File: config.mk
export PLATFORM = sky130hd
export DESIGN_NAME = gate_status_regs
export DESIGN_NICKNAME = d
export VERILOG_FILES = /design/src/gate_regs_pkg.sv /design/src/ctrl_reg_slot.sv /design/src/gate_status_regs.sv
export VERILOG_INCLUDE_DIRS = /design/src /design/src/src
export SDC_FILE = /design/constraint.sdc
export NUM_CORES = 1
export LEC_CHECK = 0
export ABC_AREA = 1
export BUFFER_PORTS_ARGS = -buffer_cell sky130_fd_sc_hd__buf_2
export CAP_MARGIN = 0
export CORE_ASPECT_RATIO = 1.4
export CORE_UTILIZATION = 35
export DETAILED_ROUTE_END_ITERATION = 12
export GPL_ROUTABILITY_DRIVEN = 0
export PLACE_DENSITY = 0.63
export RECOVER_POWER = 100
export SLEW_MARGIN = 15
export SYNTH_ARGS = -nofsm -noshare
export SYNTH_HDL_FRONTEND = slang
export SYNTH_SLANG_ARGS = --single-unit
File: constraint.sdc
create_clock -name clk_i -period 1.36 [get_ports clk_i]
set_input_delay 0 -clock clk_i [delete_from_list [all_inputs] [get_ports clk_i]]
set_output_delay 0 -clock clk_i [all_outputs]
set_load 0.05 [all_outputs]
File: src/gate_regs_params.svh
// register addresses, field positions and defaults for the gate driver register bank
`ifndef GATE_REGS_PARAMS_SVH
`define GATE_REGS_PARAMS_SVH

`define REG_W            11
`define ADDR_W           4
`define WORD_W           16
`define ADDR_WARN        4'h1
`define ADDR_OCUR        4'h2
`define ADDR_CHIP        4'h3
`define ADDR_GATE        4'h4
`define ADDR_HS_DRV      4'h5
`define ADDR_LS_DRV      4'h6
`define ADDR_TIMING      4'h7
`define ADDR_RSVD        4'h8
`define ADDR_OPER        4'h9
`define ADDR_AMP         4'hA
`define ADDR_REGUL       4'hB
`define ADDR_DS_SENSE    4'hC
`define CTRL_FIRST       4'h5
`define CTRL_COUNT       8
`define RW_BIT           15
`define ADDR_HI          14
`define ADDR_LO          11
`define STATUS_RESET     11'h000
`define WD_EN_BIT        3
`define WDOG_MS          10
`define WDOG_CYCLES      (`WDOG_MS * 250000)

`endif

File: src/gate_regs_pkg.sv
// types shared by the gate driver register bank
package gate_regs_pkg;
    typedef logic [10:0] reg_word_type;
    typedef enum logic [1:0] {
        ST_IDLE  = 2'b00,
        ST_WRITE = 2'b01,
        ST_READ  = 2'b10
    } access_type;
endpackage : gate_regs_pkg

File: src/ctrl_reg_slot.sv
// one read/write control register with default-on-sleep
`timescale 1ns/1ps
`include "gate_regs_params.svh"

module ctrl_reg_slot #(
    parameter logic [10:0] DEFAULT_VAL = 11'h000
) (
    input  wire logic        clk_i,
    input  wire logic        sys_rst_i,
    input  wire logic        sleep_i,
    input  wire logic        wr_en_i,
    input  wire logic [10:0] wr_data_i,
    output logic      [10:0] value_o
);
    // reset and sleep both restore the default
    always_ff @(posedge clk_i) begin
        if (sys_rst_i || sleep_i) begin
            value_o <= DEFAULT_VAL;
        end else if (wr_en_i) begin
            value_o <= wr_data_i;
        end
    end
endmodule : ctrl_reg_slot

File: src/gate_status_regs.sv
// register bank of the three-phase gate driver
// Function
// - status registers 0x1-0x4 ignore writes
// - warning register access restarts watchdog
// - general fault bit10, overheat warning bit0
// - heat flags at bits 3,2,1,8
// - supply low bit7, supply high bit6
// - bit5 is live OR of overcurrents
// - pump low warning in bit4
// - per-transistor overcurrent bits 10 to 5
// - amplifier overcurrent bits 2..0, 4:3 reserved
// - lockout, watchdog, shutdown bits 10,9,8
// - regulator bit6, analog supply bit5
// - low-side supply bit4, 7 and 3 reserved
// - pump faults in bits 2,1,0
// - gate faults bits 10..5, 4:0 reserved
// - answer returns addressed register contents
// - sleep restores control register defaults
`timescale 1ns/1ps
`include "gate_regs_params.svh"

module gate_status_regs #(
    parameter int          WDOG_CYCLES = `WDOG_CYCLES,
    parameter logic [10:0] HS_DEFAULT  = 11'h344,
    parameter logic [10:0] LS_DEFAULT  = 11'h344,
    parameter logic [10:0] TIM_DEFAULT = 11'h000,
    parameter logic [10:0] OP_DEFAULT  = 11'h000,
    parameter logic [10:0] AMP_DEFAULT = 11'h000,
    parameter logic [10:0] REG_DEFAULT = 11'h000,
    parameter logic [10:0] DS_DEFAULT  = 11'h000
) (
    input  wire logic        clk_i,
    input  wire logic        sys_rst_i,
    input  wire logic        word_valid_i,
    input  wire logic [15:0] word_i,
    input  wire logic        sleep_i,
    input  wire logic        overheat_warning_i,
    input  wire logic        heat_flag_105_i,
    input  wire logic        heat_flag_125_i,
    input  wire logic        heat_flag_135_i,
    input  wire logic        heat_flag_175_i,
    input  wire logic        main_supply_low_warning_i,
    input  wire logic        main_supply_high_warning_i,
    input  wire logic        pump_low_warning_i,
    input  wire logic [5:0]  overcurrent_live_i,
    input  wire logic [2:0]  amp_overcurrent_i,
    input  wire logic        main_supply_lockout_fault_i,
    input  wire logic        overheat_shutdown_fault_i,
    input  wire logic        regulator_low_fault_i,
    input  wire logic        analog_supply_low_fault_i,
    input  wire logic        low_side_supply_fault_i,
    input  wire logic        pump_low_fault_i,
    input  wire logic        pump_high_fault_i,
    input  wire logic        pump_absolute_high_fault_i,
    input  wire logic [5:0]  gate_fault_i,
    output logic             resp_valid_o,
    output logic      [15:0] resp_word_o,
    output logic             watchdog_kick_o,
    output logic             watchdog_expired_fault_o,
    output logic      [10:0] high_side_drive_strength_o,
    output logic      [10:0] low_side_drive_strength_o,
    output logic      [10:0] drive_timing_control_o,
    output logic      [10:0] chip_operation_control_o,
    output logic      [10:0] current_amp_control_o,
    output logic      [10:0] regulator_control_o,
    output logic      [10:0] drain_source_sense_control_o
);
    // ==============================================================
    // command decode
    logic                      is_read;
    logic [3:0]                cmd_addr;
    logic [10:0]               cmd_data;
    gate_regs_pkg::access_type access_kind;
    logic [10:0]               ctrl_val [`CTRL_COUNT];
    logic [`CTRL_COUNT-1:0]    ctrl_wr;

    assign is_read  = word_i[`RW_BIT];
    assign cmd_addr = word_i[`ADDR_HI:`ADDR_LO];
    assign cmd_data = word_i[`REG_W-1:0];

    // classify the incoming command
    always_comb begin
        if (!word_valid_i) begin
            access_kind = gate_regs_pkg::ST_IDLE;
        end else if (is_read) begin
            access_kind = gate_regs_pkg::ST_READ;
        end else begin
            access_kind = gate_regs_pkg::ST_WRITE;
        end
    end

    // ==============================================================
    // status words, assembled live from the monitors
    gate_regs_pkg::reg_word_type warn_word;
    gate_regs_pkg::reg_word_type ocur_word;
    gate_regs_pkg::reg_word_type chip_word;
    gate_regs_pkg::reg_word_type gate_word;
    logic                        any_fault;

    assign any_fault = |{ocur_word, chip_word, gate_word};
    assign warn_word = {any_fault, 1'b0, heat_flag_175_i,
                        main_supply_low_warning_i,
                        main_supply_high_warning_i,
                        |overcurrent_live_i,
                        pump_low_warning_i,
                        heat_flag_105_i, heat_flag_125_i,
                        heat_flag_135_i, overheat_warning_i};
    assign ocur_word = {overcurrent_live_i, 2'b00, amp_overcurrent_i};
    assign chip_word = {main_supply_lockout_fault_i,
                        watchdog_expired_fault_o,
                        overheat_shutdown_fault_i, 1'b0,
                        regulator_low_fault_i,
                        analog_supply_low_fault_i,
                        low_side_supply_fault_i, 1'b0,
                        pump_low_fault_i, pump_high_fault_i,
                        pump_absolute_high_fault_i};
    assign gate_word = {gate_fault_i, 5'b00000};

    // ==============================================================
    // control registers, one slot per address 0x5..0xC
    genvar g;
    generate
        for (g = 0; g < `CTRL_COUNT; g++) begin : g_ctrl
            localparam logic [3:0] SLOT_ADDR = `CTRL_FIRST + 4'(g);
            localparam logic [10:0] DEF =
                (g == 0) ? HS_DEFAULT  : (g == 1) ? LS_DEFAULT :
                (g == 2) ? TIM_DEFAULT : (g == 4) ? OP_DEFAULT :
                (g == 5) ? AMP_DEFAULT : (g == 6) ? REG_DEFAULT :
                (g == 7) ? DS_DEFAULT  : 11'h000;
            // the reserved slot at 0x8 never accepts a write
            assign ctrl_wr[g] = (access_kind == gate_regs_pkg::ST_WRITE)
                                && (cmd_addr == SLOT_ADDR)
                                && (SLOT_ADDR != `ADDR_RSVD);
            ctrl_reg_slot #(
                .DEFAULT_VAL (DEF)
            ) u_slot (
                .clk_i     (clk_i),
                .sys_rst_i (sys_rst_i),
                .sleep_i   (sleep_i),
                .wr_en_i   (ctrl_wr[g]),
                .wr_data_i (cmd_data),
                .value_o   (ctrl_val[g])
            );
        end
    endgenerate

    assign high_side_drive_strength_o   = ctrl_val[0];
    assign low_side_drive_strength_o    = ctrl_val[1];
    assign drive_timing_control_o       = ctrl_val[2];
    assign chip_operation_control_o     = ctrl_val[4];
    assign current_amp_control_o        = ctrl_val[5];
    assign regulator_control_o          = ctrl_val[6];
    assign drain_source_sense_control_o = ctrl_val[7];

    // ==============================================================
    // read multiplexer: contents before any write of this command
    gate_regs_pkg::reg_word_type read_val;
    always_comb begin
        unique case (cmd_addr)
            `ADDR_WARN:     read_val = warn_word;
            `ADDR_OCUR:     read_val = ocur_word;
            `ADDR_CHIP:     read_val = chip_word;
            `ADDR_GATE:     read_val = gate_word;
            `ADDR_HS_DRV:   read_val = ctrl_val[0];
            `ADDR_LS_DRV:   read_val = ctrl_val[1];
            `ADDR_TIMING:   read_val = ctrl_val[2];
            `ADDR_OPER:     read_val = ctrl_val[4];
            `ADDR_AMP:      read_val = ctrl_val[5];
            `ADDR_REGUL:    read_val = ctrl_val[6];
            `ADDR_DS_SENSE: read_val = ctrl_val[7];
            default:        read_val = `STATUS_RESET;
        endcase
    end

    // response word for reads and writes alike; status addresses take no write
    always_ff @(posedge clk_i) begin
        if (sys_rst_i) begin
            resp_valid_o <= 1'b0;
            resp_word_o  <= 16'h0000;
        end else begin
            resp_valid_o <= word_valid_i;
            if (word_valid_i) begin
                resp_word_o <= {5'b00000, read_val};
            end
        end
    end

    // ==============================================================
    // watchdog: any access to the warning register restarts it
    logic [31:0] wdog_cnt_reg;
    logic        wdog_en;
    assign wdog_en         = ctrl_val[4][`WD_EN_BIT];
    assign watchdog_kick_o = word_valid_i && (cmd_addr == `ADDR_WARN);

    always_ff @(posedge clk_i) begin
        if (sys_rst_i || sleep_i || !wdog_en || watchdog_kick_o) begin
            wdog_cnt_reg <= 32'h00000000;
        end else if (wdog_cnt_reg < 32'(WDOG_CYCLES)) begin
            wdog_cnt_reg <= wdog_cnt_reg + 32'h00000001;
        end
    end

    // expiry flag; held until reset or sleep, an expiry in the sleep cycle wins
    always_ff @(posedge clk_i) begin
        if (sys_rst_i) begin
            watchdog_expired_fault_o <= 1'b0;
        end else if (wdog_en && wdog_cnt_reg == 32'(WDOG_CYCLES) - 32'h00000001) begin
            watchdog_expired_fault_o <= 1'b1;
        end else if (sleep_i) begin
            watchdog_expired_fault_o <= 1'b0;
        end
    end
endmodule : gate_status_regs

=== Word level (Yosys, flattened, before mapping) ===
Index checks and enable logic that the tools add are counted.

* Bits in latches: 0
* Output and inout port bits: 96
* Register bits: 122
* Bits of input ports: 51
* ROM bits: 0
* RAM bits: 0
* Word-level logic and storage cells: 47
* Memories kept: 0

* Shifts and indexed selects: 0
* Bitwise logic cells: 0
* Div/mod/pow operators: 0
* $add $sub $neg: 1
* Reduce and logical (&&, ||, !) cells: 16
* Magnitude comparators: 1
* Multiply operators: 0
* Eq/ne operators: 13
* Muxes and demuxes: 5

{| class="wikitable"
|+ Operators by type and width
! cell !! number
|-
| one-hot mux 11 bit (11 select lines) || 1
|-
| adder 32 x 1 -> 32 bit (second input constant) || 1
|-
| == test 32 x 22 -> 1 bit (second input constant) || 1
|-
| less-than comparator 32 x 22 -> 1 bit (second input constant) || 1
|-
| OR reduction 24 bit || 1
|-
| == test 4 x 3 -> 1 bit (second input constant) || 4
|-
| == test 4 bit (second input constant) || 4
|-
| logical AND 1 bit || 9
|-
| == test 4 x 2 -> 1 bit (second input constant) || 2
|-
| OR reduction 6 bit || 1
|-
| == test 4 x 1 -> 1 bit (second input constant) || 1
|-
| two-way mux 2 bit || 2
|-
| logical OR 1 bit || 3
|-
| == test 2 x 1 -> 1 bit (second input constant) || 1
|-
| two-way mux 1 bit || 2
|-
| nonzero test 2 bit || 1
|-
| logical NOT 1 bit || 1
|}

=== Longest topological paths before layout ===
* Word-level depth: 4
* Depth in mapped cells: 10
* Gate-level depth less buffers: 10

=== Hierarchy ===
A second synthesis with hierarchy kept.

* Cells, all modules: 1073
* Area total of the unflattened synthesis: 6686.4 um^2

{| class="wikitable"
|+ By module, submodules not included
! module !! instances !! area each (um^2) !! sequential area each (um^2) !! cells an instance
|-
| gate_status_regs || 1 || 3404.5 || 900.9 || 597
|-
| ctrl_reg_slot (g_ctrl[2].u_slot ...) || 5 || 476.7 || 220.2 || 70
|-
| ctrl_reg_slot (g_ctrl[0].u_slot ...) || 2 || 449.2 || 220.2 || 63
|}

=== Worst setup path after synthesis ===
No wires, ideal clock.

* Path type: register to register
* Start: reg wdog_cnt_reg[0]
* End: reg wdog_cnt_reg[14]
* Data arrival time: 1304 ps
* Path buffers: 0
* Setup time: 116 ps
* Path slack: -60 ps
* Cell stages (with the launch flop): 8
* Data required time: 1244 ps
* Clock period less this slack: 1420 ps
* Cells stage by stage: dfxtp_1 > ha_1 > nand3_1 > nor2_1 > nand3_1 > xor2_1 > nand2_1 > a21oi_1

* Longest elaborated chain between the ends: 1
* Elaborated cells between the ends (all ways): 2
* Those cells by class: add/sub (1); order compare (1)

{| class="wikitable"
|+ Ends and longest elaborated chain
! item !! line !! source
|-
| from (decl) || gate_status_regs.sv:190 || <nowiki>logic [31:0] wdog_cnt_reg;</nowiki>
|-
| from (signal assigned) || gate_status_regs.sv:199 || <nowiki>wdog_cnt_reg <= wdog_cnt_reg + 32'h00000001;</nowiki>
|-
| adder 32 x 1 -> 32 bit or less-than comparator 32 x 22 -> 1 bit (tied branches) || gate_status_regs.sv:199, gate_status_regs.sv:198 ||
|}

Several ways; a longest one is shown, not always the timed one.
A chain may end at the register's enable or synchronous reset.

=== Worst setup path in the final report ===
* Start: reg wdog_cnt_reg[31]
* End: reg wdog_cnt_reg[10]

* Longest elaborated chain between the ends: 1

{| class="wikitable"
|+ Ends and longest elaborated chain
! item !! line !! source
|-
| less-than comparator 32 x 22 -> 1 bit || gate_status_regs.sv:198 || <nowiki>end else if (wdog_cnt_reg < 32'(WDOG_CYCLES)) begin</nowiki>
|}

No other way between the ends.

==> flow_summary.yaml <==
clock_network:
  clock_latency_ns: 0.43
  cts-root-buf: "clkbuf_16"
  cts_tree: "yes"
  cts_sinks: 122
  cts_max_path_buffers: 2
  clkTransAtPathRegs_ns: 0.06
  cts_buffers: 17
  htree_levels: 4
timing:
  max_freq_mhz: 670.9
  finalSetupViolations: 22
  finalClockSkew_ns: 0.01514
  layout_setup_ws_ns: -0.1305
  rsz0062_at_grt: "yes"
  worstMarginPinSlew_ns: 0.6967
  period_share: 1.096
  slew_headroom: 0.5356
  slew_violations: 0
  period_needed_ns: 1.491
  final-hold-violation-count: 0
place:
  port_buffers: 141
  dp_hpwl_um: 15610
  dp_cells: 1311
  dpl_cell_area_um2: 7525
yosys:
  ys_ff_latch: 122
  synth_commonest_cells: "243 x nand2_1, 164 x nor2_1, 122 x dfxtp_1, 73 x o21ai_0, 70 x a21oi_1"
  synth-edff-count: 0
  synth.top_cell.area_share: 0.4062
  yosysSeqAreaShare: 0.4062
  synth_cell_types: 31
  async_flop_share: 0
  synth_warnings: 0
  syn_avg_cell_area_um2: 6.593
  synth_area_leaders: "dfxtp_1 41%, nand2_1 15%, nor2_1 10%, o21ai_0 6.1%, a21oi_1 5.8%"
  ys.flop_type: "dfxtp_1"
  syn-instance-count: 912
  synth_most_common_cell: "nand2_1"
  netlist_area_um2: 6013
  post-synth-top-area-cell: "dfxtp_1"
worst_setup_path:
  cp.arrival_ns: 1.84
  end_kind: "flip-flop"
  cp-start-kind: "flip-flop"
  path_max_fanout: 11
  r2r_cells: 9
  cp.required_ns: 1.71
  criticalPathCategory: "reg2reg"
power:
  clockPowerShare: 0.509
  p_per_area_nw_per_um2: 1036
  combinationalPowerShare: 0.074
  p_total_mw: 8.661
  ir_drop_v: 0.0007715
  p_sw_mw: 2.426
  internal-power_mw: 6.235
  pwr-share-seq: 0.417
  netSwitchingFraction: 0.2801
  leakagePower_nw: 3.516
finish:
  final_layout_size_suffix_gt1_frac: 0.2872
  instances_no_fill: 1359
  area_growth_pct: 39.08
  stdcell_area_um2: 8363
  largest_reg_flops: 77
  post-route-util: 0.4973
  diodes: 0
  final_nets: 1195
grt:
  grt_pass1_vias: 6100
  gr-usage-all-layers: 0.2370
  antenna_found_initial: 0
  grt_pass1_wl_um: 31930
  grt_max_degree: 62
  gr-total-overflow: 0
floorplanning:
  num_io_pins: 147
  dieArea_um2: 17720
  start_util: 0.3576
  die_y_um: 157.1
  die_x_um: 112.8
  num_rows: 56
  core_area_um2: 16820
worst_hold_path:
  hold-path-cell-count: 4
  min_path_type: "in2reg"
route:
  vias: 6703
  viasPerCell: 4.932
  dr.pass1.iters: 6
  totalWireLength_um: 21390
  drt_iter0_markers: 633
  wl_per_cell_um: 15.74
  drcViolationCount: 0
  ant_nets: 0
run_status:
  violations: "negative setup slack"
  status: "finished with violations"
flow_run:
  max_cap_violations: 0
stage by stage:
stage,setup slack [ns],hold WS (ns),setup TNS (ns)
2_1_floorplan,0.007360,0.06907,0
4_1_cts,-0.09485,0.01052,-1.618
3_5_place_dp,-0.1092,0.3440,-1.880
3_3_place_gp,-0.1138,0.3506,-1.438
6_report,-0.1305,0.02277,-2.243
5_1_grt,-0.2249,0.02216,-4.334
kinds of logic (layout without fill, tap and decap cells):
logic type                 Yosys count  count (layout)  synth area share
AOI/OAI and AO/OA                  161             161            0.1409
xor gates and xnor gates            15              15           0.02185
adders and majority gates            1               1          0.002080
DFF                                122             122            0.4062
buffers and inverters              118             358           0.09010
and+or+nand+nor                    494             494            0.3383
other                                1               5         0.0006236
power by group through the flow:
stage	registers [mW]	logic (mW)	clock network (mW)
floorplan	3.76	0.263	0
global placement	3.69	0.607	0
detailed placement	3.69	0.609	0
CTS	3.61	0.642	4.43
global route	3.61	0.684	4.63
finish	3.61	0.639	4.41
metal layers:
layer | track usage | routed length [µm] | vias to the layer above
li1 | - | - | 3353
met1 | 0.2746 | 8633 | 3032
met2 | 0.4148 | 10580 | 272
met3 | 0.05198 | 1373 | 46
met4 | 0.1098 | 802 | 0
met5 | 0 | 0 | -
critical path: stages (launching register included):
cell     delay [ns]
dfxtp_1        0.31
nor2_1         0.11
nand4_1        0.12
nor2_1         0.11
nand2_1        0.10
buf_6          0.13
a21oi_4        0.18
buf_6          0.18
nand2_1        0.07
a21oi_2        0.12
repair_timing:
action / in CTS / in global routing
buffers inserted: 1 / 0
setup endpoints to repair: 22 / 23
endpoints found under the hold margin: 62 / 0
gates resized for setup: 24 / 34
hold buffers: 14 / 0
cloned: 1 / 0
pin swaps: 4 / 4
cell usage in the layout (no fill, tap or decap), drive strengths merged, types with 6 or more instances in the layout:
cell type	count
a21oi	78
buf	134
clkbuf	115
dfxtp	122
dlygate4sd3	14
inv	88
nand2	251
nand3	56
nor2	175
o21ai	78
xnor2	6
xor2	9
final cells by class:
cell class / instances / area (µm²)
multi-input cells: 676 / 3192
clock buffers: 17 / 425.4
inverters: 80 / 302.8
clock inverters: 15 / 150.1
flip-flops and latches: 122 / 2456
well taps: 203 / 254.0
fillers: 1693 / 8453
repair buffers: 246 / 1583
worst paths after layout:
path / startpoint / slack, ns / end
hold reg to reg: wdog_cnt_reg[28]$_SDFFE_PP0N_ / 0.43 / wdog_cnt_reg[28]$_SDFFE_PP0N_
setup / recovery: wdog_cnt_reg[31]$_SDFFE_PP0N_ / -0.13 / wdog_cnt_reg[10]$_SDFFE_PP0N_
hold / removal: word_valid_i / 0.02 / resp_valid_o$_SDFF_PP0_
setup reg to reg: wdog_cnt_reg[31]$_SDFFE_PP0N_ / -0.13 / wdog_cnt_reg[10]$_SDFFE_PP0N_
Note: power is estimated with default switching activity, not from simulation.
